<file path="config.mk">
export PLATFORM = sky130hd
export DESIGN_NAME = ged_edge_top
export DESIGN_NICKNAME = d
export VERILOG_FILES = /design/src/ged_pkg.sv /design/src/ged_edge_if.sv /design/src/ged_port_latch.sv /design/src/ged_edge_top.sv
export SDC_FILE = /design/constraint.sdc
export NUM_CORES = 1
export LEC_CHECK = 0
export BUFFER_PORTS_ARGS = -buffer_cell sky130_fd_sc_hd__clkbuf_2
export CORE_UTILIZATION = 50
export CTS_CLUSTER_SIZE = 20
export DETAILED_ROUTE_END_ITERATION = 7
export GPL_ROUTABILITY_DRIVEN = 1
export PLACE_DENSITY = 0.71
export SYNTH_ARGS = -nofsm -noshare
export SYNTH_HDL_FRONTEND = slang
export SYNTH_SLANG_ARGS = --single-unit
</file>
<file path="constraint.sdc">
create_clock -name clk -period 5.9 [get_ports clk]
set_clock_uncertainty 0.15 [all_clocks]
set_input_delay 0.295 -clock clk [delete_from_list [all_inputs] [get_ports clk]]
set_output_delay 0.295 -clock clk [all_outputs]
set_load 0.02 [all_outputs]
</file>
<file path="src/ged_pkg.sv">
// package: register map, field widths and reset values for the gpio edge latch block
package ged_pkg;
  localparam int unsigned PORT_W = 8;
  localparam int unsigned ADDR_W = 16;
  localparam int unsigned DATA_W = 32;
  // printed offsets are not word multiples: they are register indices, byte address = index * 4
  localparam logic [ADDR_W-1:0] IDX_P0_RISE = 16'hA028;
  localparam logic [ADDR_W-1:0] IDX_P1_RISE = 16'hA029;
  localparam logic [ADDR_W-1:0] IDX_P0_FALL = 16'hA038;
  localparam logic [ADDR_W-1:0] IDX_P1_FALL = 16'hA039;
  // own control register indices: irq enables and pin assignment
  localparam logic [ADDR_W-1:0] IDX_IRQ_CTRL = 16'hA03A;
  localparam logic [ADDR_W-1:0] IDX_ASSIGN_A = 16'hA03B;
  localparam logic [ADDR_W-1:0] IDX_ASSIGN_B = 16'hA03C;
  localparam int unsigned IDX_SHIFT = 2;
  localparam logic [PORT_W-1:0] EDGE_RST = 8'h00;
  localparam logic [DATA_W-1:0] RDATA_ZERO = 32'h00000000;
  localparam int unsigned CTRL_P0_EN_BIT = 0;
  localparam int unsigned CTRL_P1_EN_BIT = 1;
endpackage

</file>
<file path="src/ged_edge_if.sv">
// interface: arm bits from the register file and flags back from one port's edge latches
`timescale 1ns/1ps
interface ged_edge_if #(parameter int unsigned W = 8);
  logic [W-1:0] riseArm;
  logic [W-1:0] fallArm;
  logic [W-1:0] riseClr;
  logic [W-1:0] fallClr;
  logic [W-1:0] riseFlag;
  logic [W-1:0] fallFlag;
  modport ctrl (output riseArm, output fallArm, output riseClr, output fallClr, input riseFlag, input fallFlag);
  modport port (input riseArm, input fallArm, input riseClr, input fallClr, output riseFlag, output fallFlag);
endinterface

</file>
<file path="src/ged_port_latch.sv">
// one port: pin synchroniser, edge compare and sticky rise/fall flags
`timescale 1ns/1ps
module ged_port_latch
  import ged_pkg::*;
#(
  parameter int unsigned W = PORT_W
) (
  input  wire logic         clk,
  input  wire logic         rst,
  input  wire logic [W-1:0] pinIn,
  ged_edge_if.port          edge_io
);
  // sync1, sync2 and prev all need a real sample before a compare may count
  localparam int unsigned FILL_W = 3;

  typedef struct packed {
    logic [W-1:0]      sync1;
    logic [W-1:0]      sync2;
    logic [W-1:0]      prev;
    logic [FILL_W-1:0] fill;
    logic [W-1:0]      rise;
    logic [W-1:0]      fall;
  } ged_latch_t;

  ged_latch_t s_q;
  ged_latch_t s_d;
  logic [W-1:0] riseEv;
  logic [W-1:0] fallEv;

  always_comb begin
    s_d = s_q;
    s_d.sync1 = pinIn;
    s_d.sync2 = s_q.sync1;
    s_d.prev = s_q.sync2;
    // a pin held high through reset is a level, not an edge
    s_d.fill = {s_q.fill[FILL_W-2:0], 1'b1};
    riseEv = s_q.sync2 & ~s_q.prev & {W{s_q.fill[FILL_W-1]}};
    fallEv = ~s_q.sync2 & s_q.prev & {W{s_q.fill[FILL_W-1]}};
    // set wins over a same-cycle clear
    s_d.rise = (s_q.rise & ~edge_io.riseClr) | (riseEv & edge_io.riseArm);
    s_d.fall = (s_q.fall & ~edge_io.fallClr) | (fallEv & edge_io.fallArm);
  end

  always_ff @(posedge clk) begin
    if (rst) begin
      s_q <= '0;
    end else begin
      s_q <= s_d;
    end
  end

  assign edge_io.riseFlag = s_q.rise;
  assign edge_io.fallFlag = s_q.fall;
endmodule

</file>
<file path="src/ged_edge_top.sv">
// top: apb register file, two port edge latches, pin interrupt combine
//
// Added by the designer: the APB interface to the registers.
`timescale 1ns/1ps
module ged_edge_top
  import ged_pkg::*;
(
  input  wire logic              clk,
  input  wire logic              rst,
  input  wire logic              psel,
  input  wire logic              penable,
  input  wire logic              pwrite,
  input  wire logic [ADDR_W+1:0] paddr,
  input  wire logic [DATA_W-1:0] pwdata,
  output logic      [DATA_W-1:0] prdata,
  output logic                   pready,
  output logic                   pslverr,
  input  wire logic [PORT_W-1:0] port0Pin,
  input  wire logic [PORT_W-1:0] port1Pin,
  output logic                   pin_irq_a,
  output logic                   pin_irq_b
);
  typedef struct packed {
    logic [PORT_W-1:0] p0_rise_arm;
    logic [PORT_W-1:0] p0_fall_arm;
    logic [PORT_W-1:0] p1_rise_arm;
    logic [PORT_W-1:0] p1_fall_arm;
    logic [1:0]        port_pin_irq_enable;
    logic [2*PORT_W-1:0] pin_to_irq_a_assign;
    logic [2*PORT_W-1:0] pin_to_irq_b_assign;
    logic [DATA_W-1:0] rdata;
    logic              ready;
    logic              err;
    logic              irqA;
    logic              irqB;
  } ged_regs_t;

  ged_regs_t r_q;
  ged_regs_t r_d;

  ged_edge_if #(.W(PORT_W)) p0If ();
  ged_edge_if #(.W(PORT_W)) p1If ();

  ged_port_latch #(.W(PORT_W)) u_port0 (
    .clk     (clk),
    .rst     (rst),
    .pinIn   (port0Pin),
    .edge_io (p0If)
  );

  ged_port_latch #(.W(PORT_W)) u_port1 (
    .clk     (clk),
    .rst     (rst),
    .pinIn   (port1Pin),
    .edge_io (p1If)
  );

  // bus phase decode
  logic                setupPh;
  logic                accessPh;
  logic                xferDone;
  logic                wrDone;

  // register decode
  logic [ADDR_W-1:0]   regIdx;
  logic                wordAligned;
  logic                hitP0Rise;
  logic                hitP0Fall;
  logic                hitP1Rise;
  logic                hitP1Fall;
  logic                hitIrqCtrl;
  logic                hitAssignA;
  logic                hitAssignB;
  logic                idxMapped;
  logic                refused;

  // write strobes, one per register
  logic                wrP0Rise;
  logic                wrP0Fall;
  logic                wrP1Rise;
  logic                wrP1Fall;
  logic                wrIrqCtrl;
  logic                wrAssignA;
  logic                wrAssignB;

  // write data slices
  logic [PORT_W-1:0]   wByte;
  logic [1:0]          wCtrl;
  logic [2*PORT_W-1:0] wAssign;

  // read path
  logic [DATA_W-1:0]   rdWord;

  // flag clears towards the port latches
  logic [PORT_W-1:0]   clrP0Rise;
  logic [PORT_W-1:0]   clrP0Fall;
  logic [PORT_W-1:0]   clrP1Rise;
  logic [PORT_W-1:0]   clrP1Fall;

  // interrupt combine
  logic [PORT_W-1:0]   evtP0;
  logic [PORT_W-1:0]   evtP1;
  logic [2*PORT_W-1:0] flagsAll;
  logic [2*PORT_W-1:0] portGate;
  logic [2*PORT_W-1:0] srcA;
  logic [2*PORT_W-1:0] srcB;
  logic                reqA;
  logic                reqB;

  assign setupPh = psel & ~penable;
  assign accessPh = psel & penable;
  // pready is registered, so r_q.ready is exactly what the master samples at this edge
  assign xferDone = accessPh & r_q.ready;
  assign wrDone = xferDone & pwrite;

  assign regIdx = paddr[ADDR_W+1:IDX_SHIFT];
  assign wordAligned = (paddr[IDX_SHIFT-1:0] == 2'h0);
  assign hitP0Rise = wordAligned & (regIdx == IDX_P0_RISE);
  assign hitP0Fall = wordAligned & (regIdx == IDX_P0_FALL);
  assign hitP1Rise = wordAligned & (regIdx == IDX_P1_RISE);
  assign hitP1Fall = wordAligned & (regIdx == IDX_P1_FALL);
  assign hitIrqCtrl = wordAligned & (regIdx == IDX_IRQ_CTRL);
  assign hitAssignA = wordAligned & (regIdx == IDX_ASSIGN_A);
  assign hitAssignB = wordAligned & (regIdx == IDX_ASSIGN_B);
  assign idxMapped = hitP0Rise | hitP0Fall | hitP1Rise | hitP1Fall | hitIrqCtrl | hitAssignA | hitAssignB;
  // misaligned or unmapped: answered with an error and no side effect
  assign refused = ~idxMapped;

  // writes commit at the completing edge only, so an aborted setup changes nothing
  assign wrP0Rise = wrDone & hitP0Rise;
  assign wrP0Fall = wrDone & hitP0Fall;
  assign wrP1Rise = wrDone & hitP1Rise;
  assign wrP1Fall = wrDone & hitP1Fall;
  assign wrIrqCtrl = wrDone & hitIrqCtrl;
  assign wrAssignA = wrDone & hitAssignA;
  assign wrAssignB = wrDone & hitAssignB;

  assign wByte = pwdata[PORT_W-1:0];
  assign wCtrl = pwdata[CTRL_P1_EN_BIT:CTRL_P0_EN_BIT];
  assign wAssign = pwdata[2*PORT_W-1:0];

  // clearing needs the enable written to zero; a write of one leaves the flag alone
  assign clrP0Rise = wrP0Rise ? ~wByte : '0;
  assign clrP0Fall = wrP0Fall ? ~wByte : '0;
  assign clrP1Rise = wrP1Rise ? ~wByte : '0;
  assign clrP1Fall = wrP1Fall ? ~wByte : '0;

  assign p0If.riseArm = r_q.p0_rise_arm;
  assign p0If.fallArm = r_q.p0_fall_arm;
  assign p1If.riseArm = r_q.p1_rise_arm;
  assign p1If.fallArm = r_q.p1_fall_arm;
  assign p0If.riseClr = clrP0Rise;
  assign p0If.fallClr = clrP0Fall;
  assign p1If.riseClr = clrP1Rise;
  assign p1If.fallClr = clrP1Fall;

  // either edge of a pin counts as its event for the pin interrupts
  assign evtP0 = p0If.riseFlag | p0If.fallFlag;
  assign evtP1 = p1If.riseFlag | p1If.fallFlag;
  assign flagsAll = {evtP1, evtP0};
  assign portGate = {{PORT_W{r_q.port_pin_irq_enable[CTRL_P1_EN_BIT]}},
                     {PORT_W{r_q.port_pin_irq_enable[CTRL_P0_EN_BIT]}}};

  // one pin may feed both requests, and many pins may share one
  for (genvar i = 0; i < 2*PORT_W; i++) begin : g_pin
    assign srcA[i] = flagsAll[i] & portGate[i] & r_q.pin_to_irq_a_assign[i];
    assign srcB[i] = flagsAll[i] & portGate[i] & r_q.pin_to_irq_b_assign[i];
  end
  assign reqA = |srcA;
  assign reqB = |srcB;

  always_comb begin
    rdWord = RDATA_ZERO;
    unique case (regIdx)
      IDX_P0_RISE: begin
        rdWord[PORT_W-1:0] = p0If.riseFlag;
      end
      IDX_P0_FALL: begin
        rdWord[PORT_W-1:0] = p0If.fallFlag;
      end
      IDX_P1_RISE: begin
        rdWord[PORT_W-1:0] = p1If.riseFlag;
      end
      IDX_P1_FALL: begin
        rdWord[PORT_W-1:0] = p1If.fallFlag;
      end
      IDX_IRQ_CTRL: begin
        rdWord[CTRL_P1_EN_BIT:CTRL_P0_EN_BIT] = r_q.port_pin_irq_enable;
      end
      IDX_ASSIGN_A: begin
        rdWord[2*PORT_W-1:0] = r_q.pin_to_irq_a_assign;
      end
      IDX_ASSIGN_B: begin
        rdWord[2*PORT_W-1:0] = r_q.pin_to_irq_b_assign;
      end
      default: begin
        rdWord = RDATA_ZERO;
      end
    endcase
  end

  always_comb begin
    r_d = r_q;
    r_d.irqA = reqA;
    r_d.irqB = reqB;
    // the answer is prepared in setup and stands for the first access cycle
    r_d.ready = setupPh;
    r_d.err = setupPh & refused;
    r_d.rdata = RDATA_ZERO;
    if (setupPh && !pwrite && !refused) begin
      r_d.rdata = rdWord;
    end
    if (wrP0Rise) begin
      r_d.p0_rise_arm = wByte;
    end
    if (wrP0Fall) begin
      r_d.p0_fall_arm = wByte;
    end
    if (wrP1Rise) begin
      r_d.p1_rise_arm = wByte;
    end
    if (wrP1Fall) begin
      r_d.p1_fall_arm = wByte;
    end
    if (wrIrqCtrl) begin
      r_d.port_pin_irq_enable = wCtrl;
    end
    if (wrAssignA) begin
      r_d.pin_to_irq_a_assign = wAssign;
    end
    if (wrAssignB) begin
      r_d.pin_to_irq_b_assign = wAssign;
    end
  end

  always_ff @(posedge clk) begin
    if (rst) begin
      r_q <= '0;
    end else begin
      r_q <= r_d;
    end
  end

  assign prdata = r_q.rdata;
  assign pready = r_q.ready;
  assign pslverr = r_q.err;
  assign pin_irq_a = r_q.irqA;
  assign pin_irq_b = r_q.irqB;
endmodule

</file>
== Word-level counts from Yosys, hierarchy flattened ==
Index checks and enable logic that the tools add are counted.

* Equality and inequality tests: 7
* Multiplexer cells: 9
* Bitwise operators: 107
* Reduce and logical (&&, ||, !) cells: 7

{| class="wikitable"
|+ Operators with widths
! cell !! count
|-
| AND 8 bit || 16
|-
| equality test 16 bit (second input constant) || 7
|-
| NOT 8 bit || 9
|-
| AND 1 bit || 67
|-
| OR 8 bit || 6
|-
| case mux 6 bit (6 select lines) || 1
|-
| two-way mux 17 bit || 2
|-
| two-way mux 8 bit || 4
|-
| OR reduction 16 bit || 2
|-
| case mux 8 bit (2 select lines) || 1
|-
| case mux 2 bit (7 select lines) || 1
|-
| OR 1 bit || 6
|-
| NOT 1 bit || 3
|-
| logical AND 1 bit || 2
|-
| logical NOT 2 bit || 1
|-
| OR reduction 2 bit || 1
|-
| logical NOT 1 bit || 1
|}

* Register bits after elaboration: 188
* Output and inout port bits: 36
* Logic and storage cells: 157

== Depth between registers and ports, before layout ==
Gate-level depths: netlist (run 1).

* Word-level depth: 11
* Mapped depth: 8

== By module ==
A second synthesis (run 1) with hierarchy kept.

* Cell total of the unflattened synthesis: 872
* Area, all modules: 7,848.8 sq um

{| class="wikitable"
|+ Modules (own cells, without submodules)
! module !! times used !! cells an instance !! area each (sq um)
|-
| ged_edge_top || 1 || 592 || 4,820.9
|-
| ged_port_latch || 2 || 140 || 1,514.0
|}

== Worst setup path before layout (run 1) ==
Ideal clock, no wire load.

* Kind: flip-flop to flip-flop
* From: reg r_q (netlist bit pready)
* To: reg r_q (netlist bit p0If.fallArm[5])
* Data arrival time: 1,874 ps
* Data required time: 5,678 ps
* Setup slack: 3,804 ps
* Cell stages (with the launch flop): 7
* Buffers on the path: 2
* Period minus slack after synthesis: 2,096 ps
* Path through: dfxtp_1 > nand4_1 > nor3_4 > and3b_1 > buf_4 > buf_4 > mux2i_1

* Longest elaborated chain between the ends: 3

{| class="wikitable"
|+ Ends and longest elaborated chain
! what !! line !! source
|-
| start, declared || ged_edge_top.sv:38 || <nowiki>ged_regs_t r_q;</nowiki>
|-
| start signal, assigned || ged_edge_top.sv:240 || <nowiki>r_q <= r_d;</nowiki>
|-
| AND 1 bit || ged_edge_top.sv:113 || <nowiki>assign xferDone = accessPh & r_q.ready;</nowiki>
|-
| AND 1 bit || ged_edge_top.sv:114 || <nowiki>assign wrDone = xferDone & pwrite;</nowiki>
|-
| AND 1 bit || ged_edge_top.sv:131 || <nowiki>assign wrP0Fall = wrDone & hitP0Fall;</nowiki>
|}

Every way passes these cells.
A chain may end at the register's enable or synchronous reset.

== Worst setup path after layout (run 1) ==
* From: in penable
* To: reg r_q (netlist bit p0If.fallArm[2])

* Longest elaborated chain between the ends: 4

{| class="wikitable"
|+ Ends and longest elaborated chain
! what !! line !! source
|-
| start, declared || ged_edge_top.sv:11 || <nowiki>input wire logic penable,</nowiki>
|-
| AND 1 bit || ged_edge_top.sv:111 || <nowiki>assign accessPh = psel & penable;</nowiki>
|-
| AND 1 bit || ged_edge_top.sv:113 ||
|-
| AND 1 bit || ged_edge_top.sv:114 ||
|-
| AND 1 bit || ged_edge_top.sv:131 ||
|}

Every way passes these cells.

==> run metrics, run 1 <==
Pwr per Cell Area=roughly 280 nW/um2; # diodes=0; Worst EP required=6.09 ns; Die Y=123 um; WS Path Type=in -> reg; Max Cap Viol=0; Area contributors post-synth=dfxtp_1, o21ai_0, mux2i_1; largest net degree at the start of global routing=84; vias=approximately 6400; DRT Pass-1 Iters=5; first-pass GRT wire length=between 30 and 40 mm; initial antenna violation count=0; CP endpoint kind=flop; final worst path period share=between 50% and 60%; Non-Filler Instances=1030; cells after synthesis=792; Fillers=about 1200; vias per cell=6.23; largest area contributor in the netlist=dfxtp_1; Worst R2R End=p0If.fallArm[2]; Hold Crit Depth=2; unrepaired setup endpoints after global routing=false; Worst Hold End=u_port1.s_d[17]; WL met3=~1.7 mm; fmax=approximately 330 MHz; Worst Hold Class=in -> reg; clock root buffer=clkbuf_16; status=completed; CP startpoint kind=primary input; WP buf/inv=2; WL met1=between 9 and 10 mm; post-synthesis sequential area ratio=46.2%; Most used DFF post-synth=dfxtp_1; clk sink count=~170; pre-CTS setup slack=~2.4 ns; EDFF count, synth=0; Die W=123 um; Initial Utilization=between 50% and 60%; Peak VDD IR=between 0.2 and 0.3 mV; Reg2Reg Depth=4; Syn-to-layout area delta=13.7%; met2 wire length=between 9 and 10 mm; critical-path maximum fanout=19; Largest delay share family, worst path=simple AND/OR/NAND/NOR gates; final period demand of the worst path=3.06 ns; DIE AREA=between 15000 and 20000 um2; clk slew on worst S/H paths=~0.06 ns; global route total overflow=0; Max clock buf depth=2; DR iter-0 viols=between 600 and 700; final worst slack=about 2.8 ns; row count=43; drt wl/cell=about 20 um; Arrival @ worst endpoint=3.26 ns; Fin Setup TNS=0 ns; post-CTS setup buffers=0; unique cell type count in the Yosys netlist=56; Hold Crit Start=rst; standby leakage power=roughly 0.0032 uW; worst reg2reg path startpoint=pready; drc violations=0; FF/Latch Area=around 3400 um2; htree depth=4; final hold vios=0; # IOs=between 100 and 150; input/output buffers=74; CP max stage delay=approximately 0.86 ns; R2R Setup Slk=3.00 ns; GRT Resource Usage Total=between 20% and 30%; CTS tree=yes; vias in the first global route=5954; remaining antenna violation count=0; placer congestion estimate=0.910; Tightest Pin Transition=roughly 1.4 ns; FFs w/ async S/R, synth=0%; syn avg cell area=approximately 9 um2; Multi-input gate area=about 3500 um2; placed cells=roughly 970; Post-Syn Area=about 7300 um2; cts bufs inserted=17; Synth warnings=0; CP Cell Sequence=dlygate4sd3_1 -> clkbuf_2 -> nand4_1 -> nor3_4 -> and3b_1 -> mux2i_1; Final setup viols=0; count of pins over their slew limit=0; Clock Latency Late Sink=~0.43 ns; Synth top area share=between 40% and 50%; layout cells sized above 1=between 10% and 20%; Post-Route WL=21.0 mm; nets=908; Worst slew margin=7.23%; post-DP HPWL=between 10 and 15 mm; Worst path slowest cell=and3b_1; Top Layer Used=met4; core area=approximately 14000 um2; synthesized flop and latch total=about 170
## through the flow
| step | total power (uW) | utilization [%] | cell area, um2 | hold WS (ns) |
|---|---|---|---|---|
| after detailed placement | 1300 | 53.2 | 7500 | 0.276 |
| after global routing | 2430 | 59.1 | 8330 | 0.0544 |
| after floorplan | 1270 | - | 7390 | 0.236 |
| after global placement | 1300 | 53.2 | 7500 | 0.266 |
| after CTS | 2360 | 59.1 | 8330 | 0.0282 |
| final | 2350 | 59.1 | 8330 | 0.0514 |
## kinds of logic (layout without fill, tap and decap cells)
group           after synthesis  after routing  share of synthesized area, %
other cells                   1             16                        0.0512
flops                       169            169                          46.2
buf+inv                      96            139                          7.15
simple gates                266            266                          23.9
compound gates              225            225                          17.9
mux                          35             35                          4.78
## report_power, final
part           internal, uW  leakage [uW]  switching (uW)
sequential             1160       0.00137            7.97
combinational          45.8       0.00152            79.4
clock                   594      0.000271             468
## final cells by class
class,count,area share [%]
Tap cell,180,2.70
Sequential cell,169,40.6
Clock inverter,9,0.961
Clock buffer,23,5.86
Timing Repair Buffer,105,8.05
Inverter,2,0.0901
Multi-Input combinational cell,542,41.7
## cells in the final DEF, fill, tap and decap left out, types with 3 or more instances in the layout
| master | synthesis | routed |
|---|---|---|
| a211oi_1 | 5 | 5 |
| a21oi_1 | 68 | 68 |
| a22oi_1 | 13 | 13 |
| a2bb2oi_1 | 3 | 3 |
| a41oi_1 | 16 | 16 |
| and4b_1 | 24 | 24 |
| buf_4 | 36 | 6 |
| clkbuf_16 | 0 | 17 |
| clkbuf_2 | 4 | 73 |
| clkbuf_8 | 0 | 4 |
| clkinvlp_4 | 0 | 3 |
| conb_1 | 1 | 16 |
| dfxtp_1 | 169 | 169 |
| dlygate4sd3_1 | 0 | 26 |
| inv_6 | 0 | 3 |
| mux2i_1 | 35 | 35 |
| nand2_1 | 37 | 37 |
| nand3_1 | 22 | 22 |
| nand4_1 | 40 | 40 |
| nand4b_1 | 9 | 9 |
| nor2_1 | 38 | 38 |
| nor2b_1 | 51 | 51 |
| nor3_4 | 4 | 4 |
| nor3b_1 | 4 | 4 |
| nor4_4 | 3 | 3 |
| o211ai_1 | 15 | 15 |
| o21ai_0 | 89 | 89 |
| o22ai_1 | 3 | 3 |
| o31ai_1 | 8 | 8 |
## per-layer routing
| layer | track usage [%] | up-vias |
|---|---|---|
| met5 | 0 | - |
| met4 | 15.8 | 0 |
| met3 | 6.41 | 51 |
| met2 | 44.1 | 329 |
| met1 | 37.6 | 3073 |
| li1 | - | 2960 |
## how the worst max path moves through the flow
| stage | endpoint | cells after the start | slack (ns) | start |
|---|---|---|---|---|
| final | p0If.fallArm[2] | 6 | 2.84 | penable |
| after global routing | p0If.fallArm[2] | 6 | 2.67 | penable |
| after global placement | p0If.fallArm[1] | 5 | 2.58 | paddr[16] |
| after detailed placement | p0If.fallArm[2] | 5 | 2.44 | paddr[16] |
| after CTS | p0If.fallArm[2] | 6 | 2.89 | penable |
| after floorplan | p0If.fallArm[5] | 6 | 3.80 | pready |
## registers in the layout, indices dropped and copies added, names as in the netlist, 2 cells and up
signal	cells
prdata	16
u_port1.s_d	18
p0If.fallArm	8
u_port1.edge_io.fallFlag	8
p1If.fallArm	8
u_port0.edge_io.fallFlag	8
u_port0.s_q	8
p0If.riseArm	8
p1If.riseArm	8
u_port1.edge_io.riseFlag	8
portGate	2
u_port0.s_d	16
u_port0.edge_io.riseFlag	8
u_port1.s_q	9
r_q	32
## cell usage after synthesis (5+ instances only)
master / n
a22oi_1: 13
nand2_1: 37
o21ai_0: 89
buf_4: 36
nor2b_1: 51
o31ai_1: 8
a21oi_1: 68
nor2_1: 38
o211ai_1: 15
buf_2: 13
and4b_1: 24
nand4b_1: 9
a211oi_1: 5
dfxtp_1: 169
a41oi_1: 16
nand3_1: 22
mux2i_1: 35
clkbuf_1: 37
nand4_1: 40
## worst register-to-register path, stage by stage (launching register included)
cell and delay [ns]:
dfxtp_1 0.34, nand4_1 0.31, nor3_4 0.82, and3b_1 0.87, mux2i_1 0.32
## repair_timing
item,CTS,global route
resized for setup,0,0
setup endpoints to repair,0,0
hold buffers,26,0
hold endpoints to repair,33,0
(Power assumes the default switching activity.)
==> run 2: changes to the inputs <==
Settings changed: ABC_AREA set to 1.
Clock period 5.9 ns to 2.95 ns, I/O delays scaled along.
==> run 2 against run 1 <==
Worst setup slack got worse by 2.1 ns. Total power up 110%. Sequential power is 100% higher. Largest cell class is now registers. Sequential share of layout area is 1.0 points lower. Largest power group is now the clock network. Area after synthesis is 1.5% lower.
==> run metrics, run 2 <==
WS Path Type=in -> reg; most frequent cells in the layout=nand2_1, inv_1, dfxtp_1; GRT Max-Usage Layer=met2; DIE AREA=14900 um2 (-1.5%); FFs w/ async S/R, synth=0% (unchanged); # IOs=107 (unchanged); synthesized flop and latch total=169 (unchanged); syn avg cell area=7.18 um2 (-22%); Fillers=1306 (+5.2%); Die Y=122 um (-0.75%); clk sink count=169 (unchanged); unrepaired setup endpoints after global routing=false; Worst slew margin=46.2% (+39 points); post-CTS setup buffers=0 (unchanged); global routing usage on met3=5.43% (-0.98 points); input/output buffers=74 (unchanged); layout cells sized above 1=13.2% (-1.8 points); clk slew on worst S/H paths=0.06 ns (about the same); Tightest Pin Transition=0.807 ns (-0.577 ns); first-pass GRT wire length=27.2 mm (-16%); Post-Syn Area=7220 um2 (-1.5%); Final setup viols=0 (unchanged); Logic pwr share=4.6% (-0.7 points); vias in the first global route=5733 (-3.7%); post-cts resize count=0 (unchanged); Pint=3920 uW (+120%); Arrival @ worst endpoint=2.37 ns (-0.89 ns); Post-Route WL=16.5 mm (-21%); Initial Utilization=51.6% (-0.40 points); Multi-input gate area=2810 um2 (-19%); FF/Latch Area=3380 um2 (unchanged); Worst EP required=3.15 ns (-2.94 ns); CTS tree=yes; Synth top area share=46.9% (+0.71 points); post-DP HPWL=11.2 mm (-20%); grt met1 use=30.0% (-7.6 points); htree depth=4 (unchanged); unique cell type count in the Yosys netlist=28 (-50%); Most used DFF post-synth=dfxtp_1; vias=6290 (-1.9%); Peak VDD IR=0.370 mV (+37%); Synth top cells by count=nand2_1, inv_1, dfxtp_1; drc violations=0 (unchanged); clock root buffer=clkbuf_16; drt wl/cell=12.9 um (-37%); Largest delay share family, worst path=buffers and inverters; post-synthesis sequential area ratio=46.9% (+0.71 points); largest net degree at the start of global routing=77 (-8.3%); Largest register FFs=32 (unchanged); # diodes=0 (unchanged); Max Cap Viol=0 (unchanged); critical-path maximum fanout=16 (-3); Design Power=4960 uW (+110%); initial antenna violation count=0 (unchanged); Syn-to-layout area delta=18.4%; Synth warnings=0 (unchanged); Largest Register=r_q; WP buf/inv=4 (+2); row count=43 (unchanged); Reg power frac=46.8% (-2.7 points); Net Sw Power=1040 uW (+88%); Area contributors post-synth=dfxtp_1, nand2_1, inv_1; vias per cell=4.91 (-21%); Clock Latency Late Sink=0.43 ns (about the same); cells after synthesis=1005 (+27%); DRT Pass-1 Iters=5 (unchanged); CP Cell Sequence=dlygate4sd3_1 -> buf_2 -> nor3_1 -> dlygate4sd3_1 -> inv_1 -> nor2_1 -> nand3_4 -> nor2_1; count of pins over their slew limit=0 (unchanged); # hold bufs at CTS=37 (+42%); CP max stage delay=0.60 ns (-0.26 ns); met2 track utilization from global routing=36.9% (-7.2 points); Worst Hold Class=in -> reg; nets=1160 (+28%); final period demand of the worst path=roughly 2.2 ns; CP startpoint kind=primary input; Die W=122 um (-0.75%); EDFF count, synth=0 (unchanged); Fin Setup TNS=0 ns (unchanged); cts bufs inserted=17 (unchanged); status=completed; Clock Power Share=48.6% (+3.4 points); GRT Resource Usage Total=23.7% (-5.0 points); placer congestion estimate=0.920 (+1.0%); standby leakage power=0.00377 uW (+19%); core area=14000 um2 (-0.76%); global route total overflow=0 (unchanged); remaining antenna violation count=0 (unchanged); commonest non-fill, non-tap cell in the layout=nand2_1; CP endpoint kind=flop; largest area contributor in the netlist=dfxtp_1; DR iter-0 viols=581 (-16%); most common cell in the synthesized netlist=nand2_1; final worst path period share=roughly three quarters; final hold vios=0 (unchanged); Pwr per Cell Area=580 nW/um2 (+110%); Sw Share=21.0% (-2.6 points); Max clock buf depth=2 (unchanged); Worst path slowest cell=dlygate4sd3_1; fmax=between 400 and 500 MHz
[run 2: power groups by stage]
stage,combinational (uW),clock [uW],sequential (uW)
floorplan,130,0,2370
global placement,189,0,2370
detailed placement,190,0,2370
CTS,229,2450,2320
global route,256,2560,2320
finish,229,2410,2320
[run 2: final timing paths]
kind	from	endpoint	slack, ns	cells past startpoint
worst max-delay path	rst	prdata[0]	0.78	8
worst min-delay path	paddr[0]	p1If.riseArm[7]	0.06	5
worst max register to register	pready	r_q[63]	0.87	6
worst min register to register	u_port0.s_d[34]	u_port0.s_d[26]	0.25	2
[run 2: cell type report]
type,count,area share [%]
repair buffers,121,9.69
inverters,175,7.68
clock buffers,19,5.18
clock inverters,13,2.34
well taps,180,2.63
flip-flops and latches,169,39.6
multi-input cells,605,32.9
[run 2: worst min-delay path, delay by kind of cell]
kind                   cells  cell delay [ns]
and+or+nand+nor            3             0.22
buffers and inverters      1             0.12
AOI/OAI and AO/OA          1             0.11
[run 2: cells by family (layout without fill, tap and decap cells)]
group | after synthesis | count (layout) | synth area share (%)
DFF | 169 | 169 | 46.9
and+or+nand+nor | 463 | 463 | 29.0
buffers and inverters | 246 | 328 | 15.0
other | 1 | 16 | 0.0520
AOI/OAI and AO/OA | 126 | 126 | 9.08
[run 2: per-layer routing]
| metal | share of wire, % | up-vias | routed length, um |
|---|---|---|---|
| li1 | - | 3230 | - |
| met1 | 45 | 2789 | 7440 |
| met2 | 45 | 228 | 7410 |
| met3 | 6.2 | 43 | 1020 |
| met4 | 4.1 | 0 | 680 |
| met5 | 0 | - | 0 |
[run 2: through the flow]
stage	cells	util, %	hold WS, ns	worst slack [ns]	instance area (um2)
finish	1282	61.1	0.0646	0.779	8550
CTS	1282	61.1	0.0388	0.824	8550
global route	1282	61.1	0.0678	0.665	8550
floorplan	1020	-	0.0863	1.21	7270
global placement	1213	53.9	0.189	0.763	7540
detailed placement	1213	53.9	0.194	0.730	7540
==> run 3: changes to the inputs <==
Settings changed: ABC_AREA 1 to 0, PLACE_DENSITY 0.71 to 0.74.
Clock period 2.95 ns to 1.9 ns, I/O delays scaled along.
==> run 3 against run 2 <==
Hold slack got worse by 0.029 ns. Largest cell class is now multi-input gates. Die area grew 1.5%. Sequential power rose by 55%. Cell area is 5.6% higher.
==> run metrics, run 3 (synthesis gave the netlist of run 1 again) <==
CP Cell Sequence=dlygate4sd3_1 -> clkbuf_2 -> or2_2 -> nor4_4 -> buf_12 -> nand4_1 -> a21oi_1; global route total overflow=0 (unchanged); Largest Register=r_q; layout cells sized above 1=19.6% (+6.4 points); core area=14100 um2 (+0.77%); placer congestion estimate=0.949 (+3.2%); Max Cap Viol=0 (unchanged); Clock Latency Late Sink=0.44 ns (about the same); # diodes=0 (unchanged); standby leakage power=0.00354 uW (-6.0%); vias per cell=6.05 (+23%); Peak VDD IR=0.846 mV (+130%); pre-CTS setup slack=-0.103 ns (-0.833 ns); vias in the first global route=6191 (+8.0%); initial antenna violation count=0 (unchanged); final worst slack=0.0910 ns (-0.688 ns); post-CTS setup buffers=0 (unchanged); DRT Pass-1 Iters=5 (unchanged); GRT Resource Usage Total=29.5% (+5.8 points); Fillers=1166 (-11%); CTS tree=yes; Tightest Pin Transition=0.920 ns (+0.113 ns); post-cts resize count=0 (unchanged); largest net degree at the start of global routing=89 (+16%); Die Y=123 um (+0.76%); Design Power=7690 uW (+55%); row count=43 (unchanged); Worst Hold Class=in -> reg; remaining antenna violation count=0 (unchanged); Final setup viols=0 (unchanged); status=completed; unrepaired setup endpoints after global routing=false; Worst path slowest cell=dlygate4sd3_1; cts bufs inserted=17 (unchanged); Post-Route WL=21.3 mm (+29%); Largest register FFs=32 (unchanged); Largest delay share family, worst path=simple AND/OR/NAND/NOR gates; htree depth=4 (unchanged); drt wl/cell=19.4 um (+50%); vias=6639 (+5.5%); final period demand of the worst path=1.81 ns; clk sink count=169 (unchanged); final hold vios=0 (unchanged); Arrival @ worst endpoint=2.00 ns (-0.37 ns); Placed Area=7960 um2 (+5.7%); Multi-input gate area=3480 um2 (+24%); Fin Setup TNS=0 ns (unchanged); fmax=~550 MHz; FF/Latch Area=3390 um2 (+0.11%); critical-path maximum fanout=16 (unchanged); drc violations=0 (unchanged); finished layout cell area=9030 um2 (+5.6%); Worst EP required=2.09 ns (-1.06 ns); Die W=123 um (+0.76%); WP buf/inv=3 (-1); CP endpoint kind=flop; # hold bufs at CTS=44 (+19%); clock root buffer=clkbuf_16; input/output buffers=74 (unchanged); nets=975 (-16%); commonest non-fill, non-tap cell in the layout=dfxtp_1; clk slew on worst S/H paths=0.07 ns (about the same); Pwr per Cell Area=852 nW/um2 (+47%); count of pins over their slew limit=0 (unchanged); Syn-to-layout area delta=23.1%; Initial Utilization=52.0% (+0.40 points); DIE AREA=15100 um2 (+1.5%); first-pass GRT wire length=33.6 mm (+23%); final worst path period share=between 90 and 100%; DR iter-0 viols=651 (+12%); CP max stage delay=0.53 ns (-0.07 ns); CP startpoint kind=primary input; Layout Utilization=64.0% (+2.9 points); post-DP HPWL=14.2 mm (+26%); Worst slew margin=38.7% (-7.5 points); Max clock buf depth=2 (unchanged); WS Path Type=in -> reg; # IOs=107 (unchanged); most frequent cells in the layout=dfxtp_1, o21ai_0, clkbuf_2
## run 3: cell types whose count changed in the layout (fill, tap and decap cells not counted), moves of 24 or more
| cell | change |
|---|---|
| inv_1 | -169 |
| mux2i_1 | +35 |
| nand3_1 | -62 |
| o21ai_0 | +62 |
| nor2_1 | -108 |
| buf_4 | +39 |
| nand2_1 | -142 |
| nor2b_1 | +51 |
| and4b_1 | +24 |
## run 3: layout make-up
class	instances	share of cell area [%]
multi-input combinational	542	38.5
sequential	169	37.5
timing repair buffer	172	14.5
clock buffer	20	5.17
tap	180	2.50
clock inverter	12	1.72
inverter	2	0.0832
## run 3: tightest hold or removal path: stages
cell	delay (ns)
clkbuf_2	0.09
buf_4	0.16
nor4_1	0.08
nand3_1	0.08
a21oi_1	0.06
## run 3: worst paths after layout
path	startpoint	to	slack (ns)	cells past startpoint
worst max-delay path	paddr[1]	r_q[53]	0.09	7
worst min register to register	u_port0.s_d[27]	u_port0.s_d[19]	0.29	1
worst max register to register	pready	r_q[53]	0.14	6
worst min-delay path	paddr[2]	portGate[0]	0.04	5
## run 3: routing by layer
layer | global-route usage, % | vias to the layer above | part of all wire, %
met1 | 38.9 | 3173 | 44
met4 | 10.5 | 0 | 2.4
li1 | - | 3105 | -
met3 | 6.13 | 43 | 7.2
met2 | 47.9 | 318 | 46
met5 | 0 | - | 0
## run 3: where the power goes
part | internal (uW) | switching (uW)
registers | 3590 | 17.6
clock network | 2090 | 1530
logic | 194 | 268
## run 3: stage by stage
stage | hold WS, ns | cells
after floorplan | 0.0258 | 807
after global placement | 0.155 | 1021
after detailed placement | 0.158 | 1021
after CTS | 0.0254 | 1097
after global routing | 0.0603 | 1097
final | 0.0358 | 1097
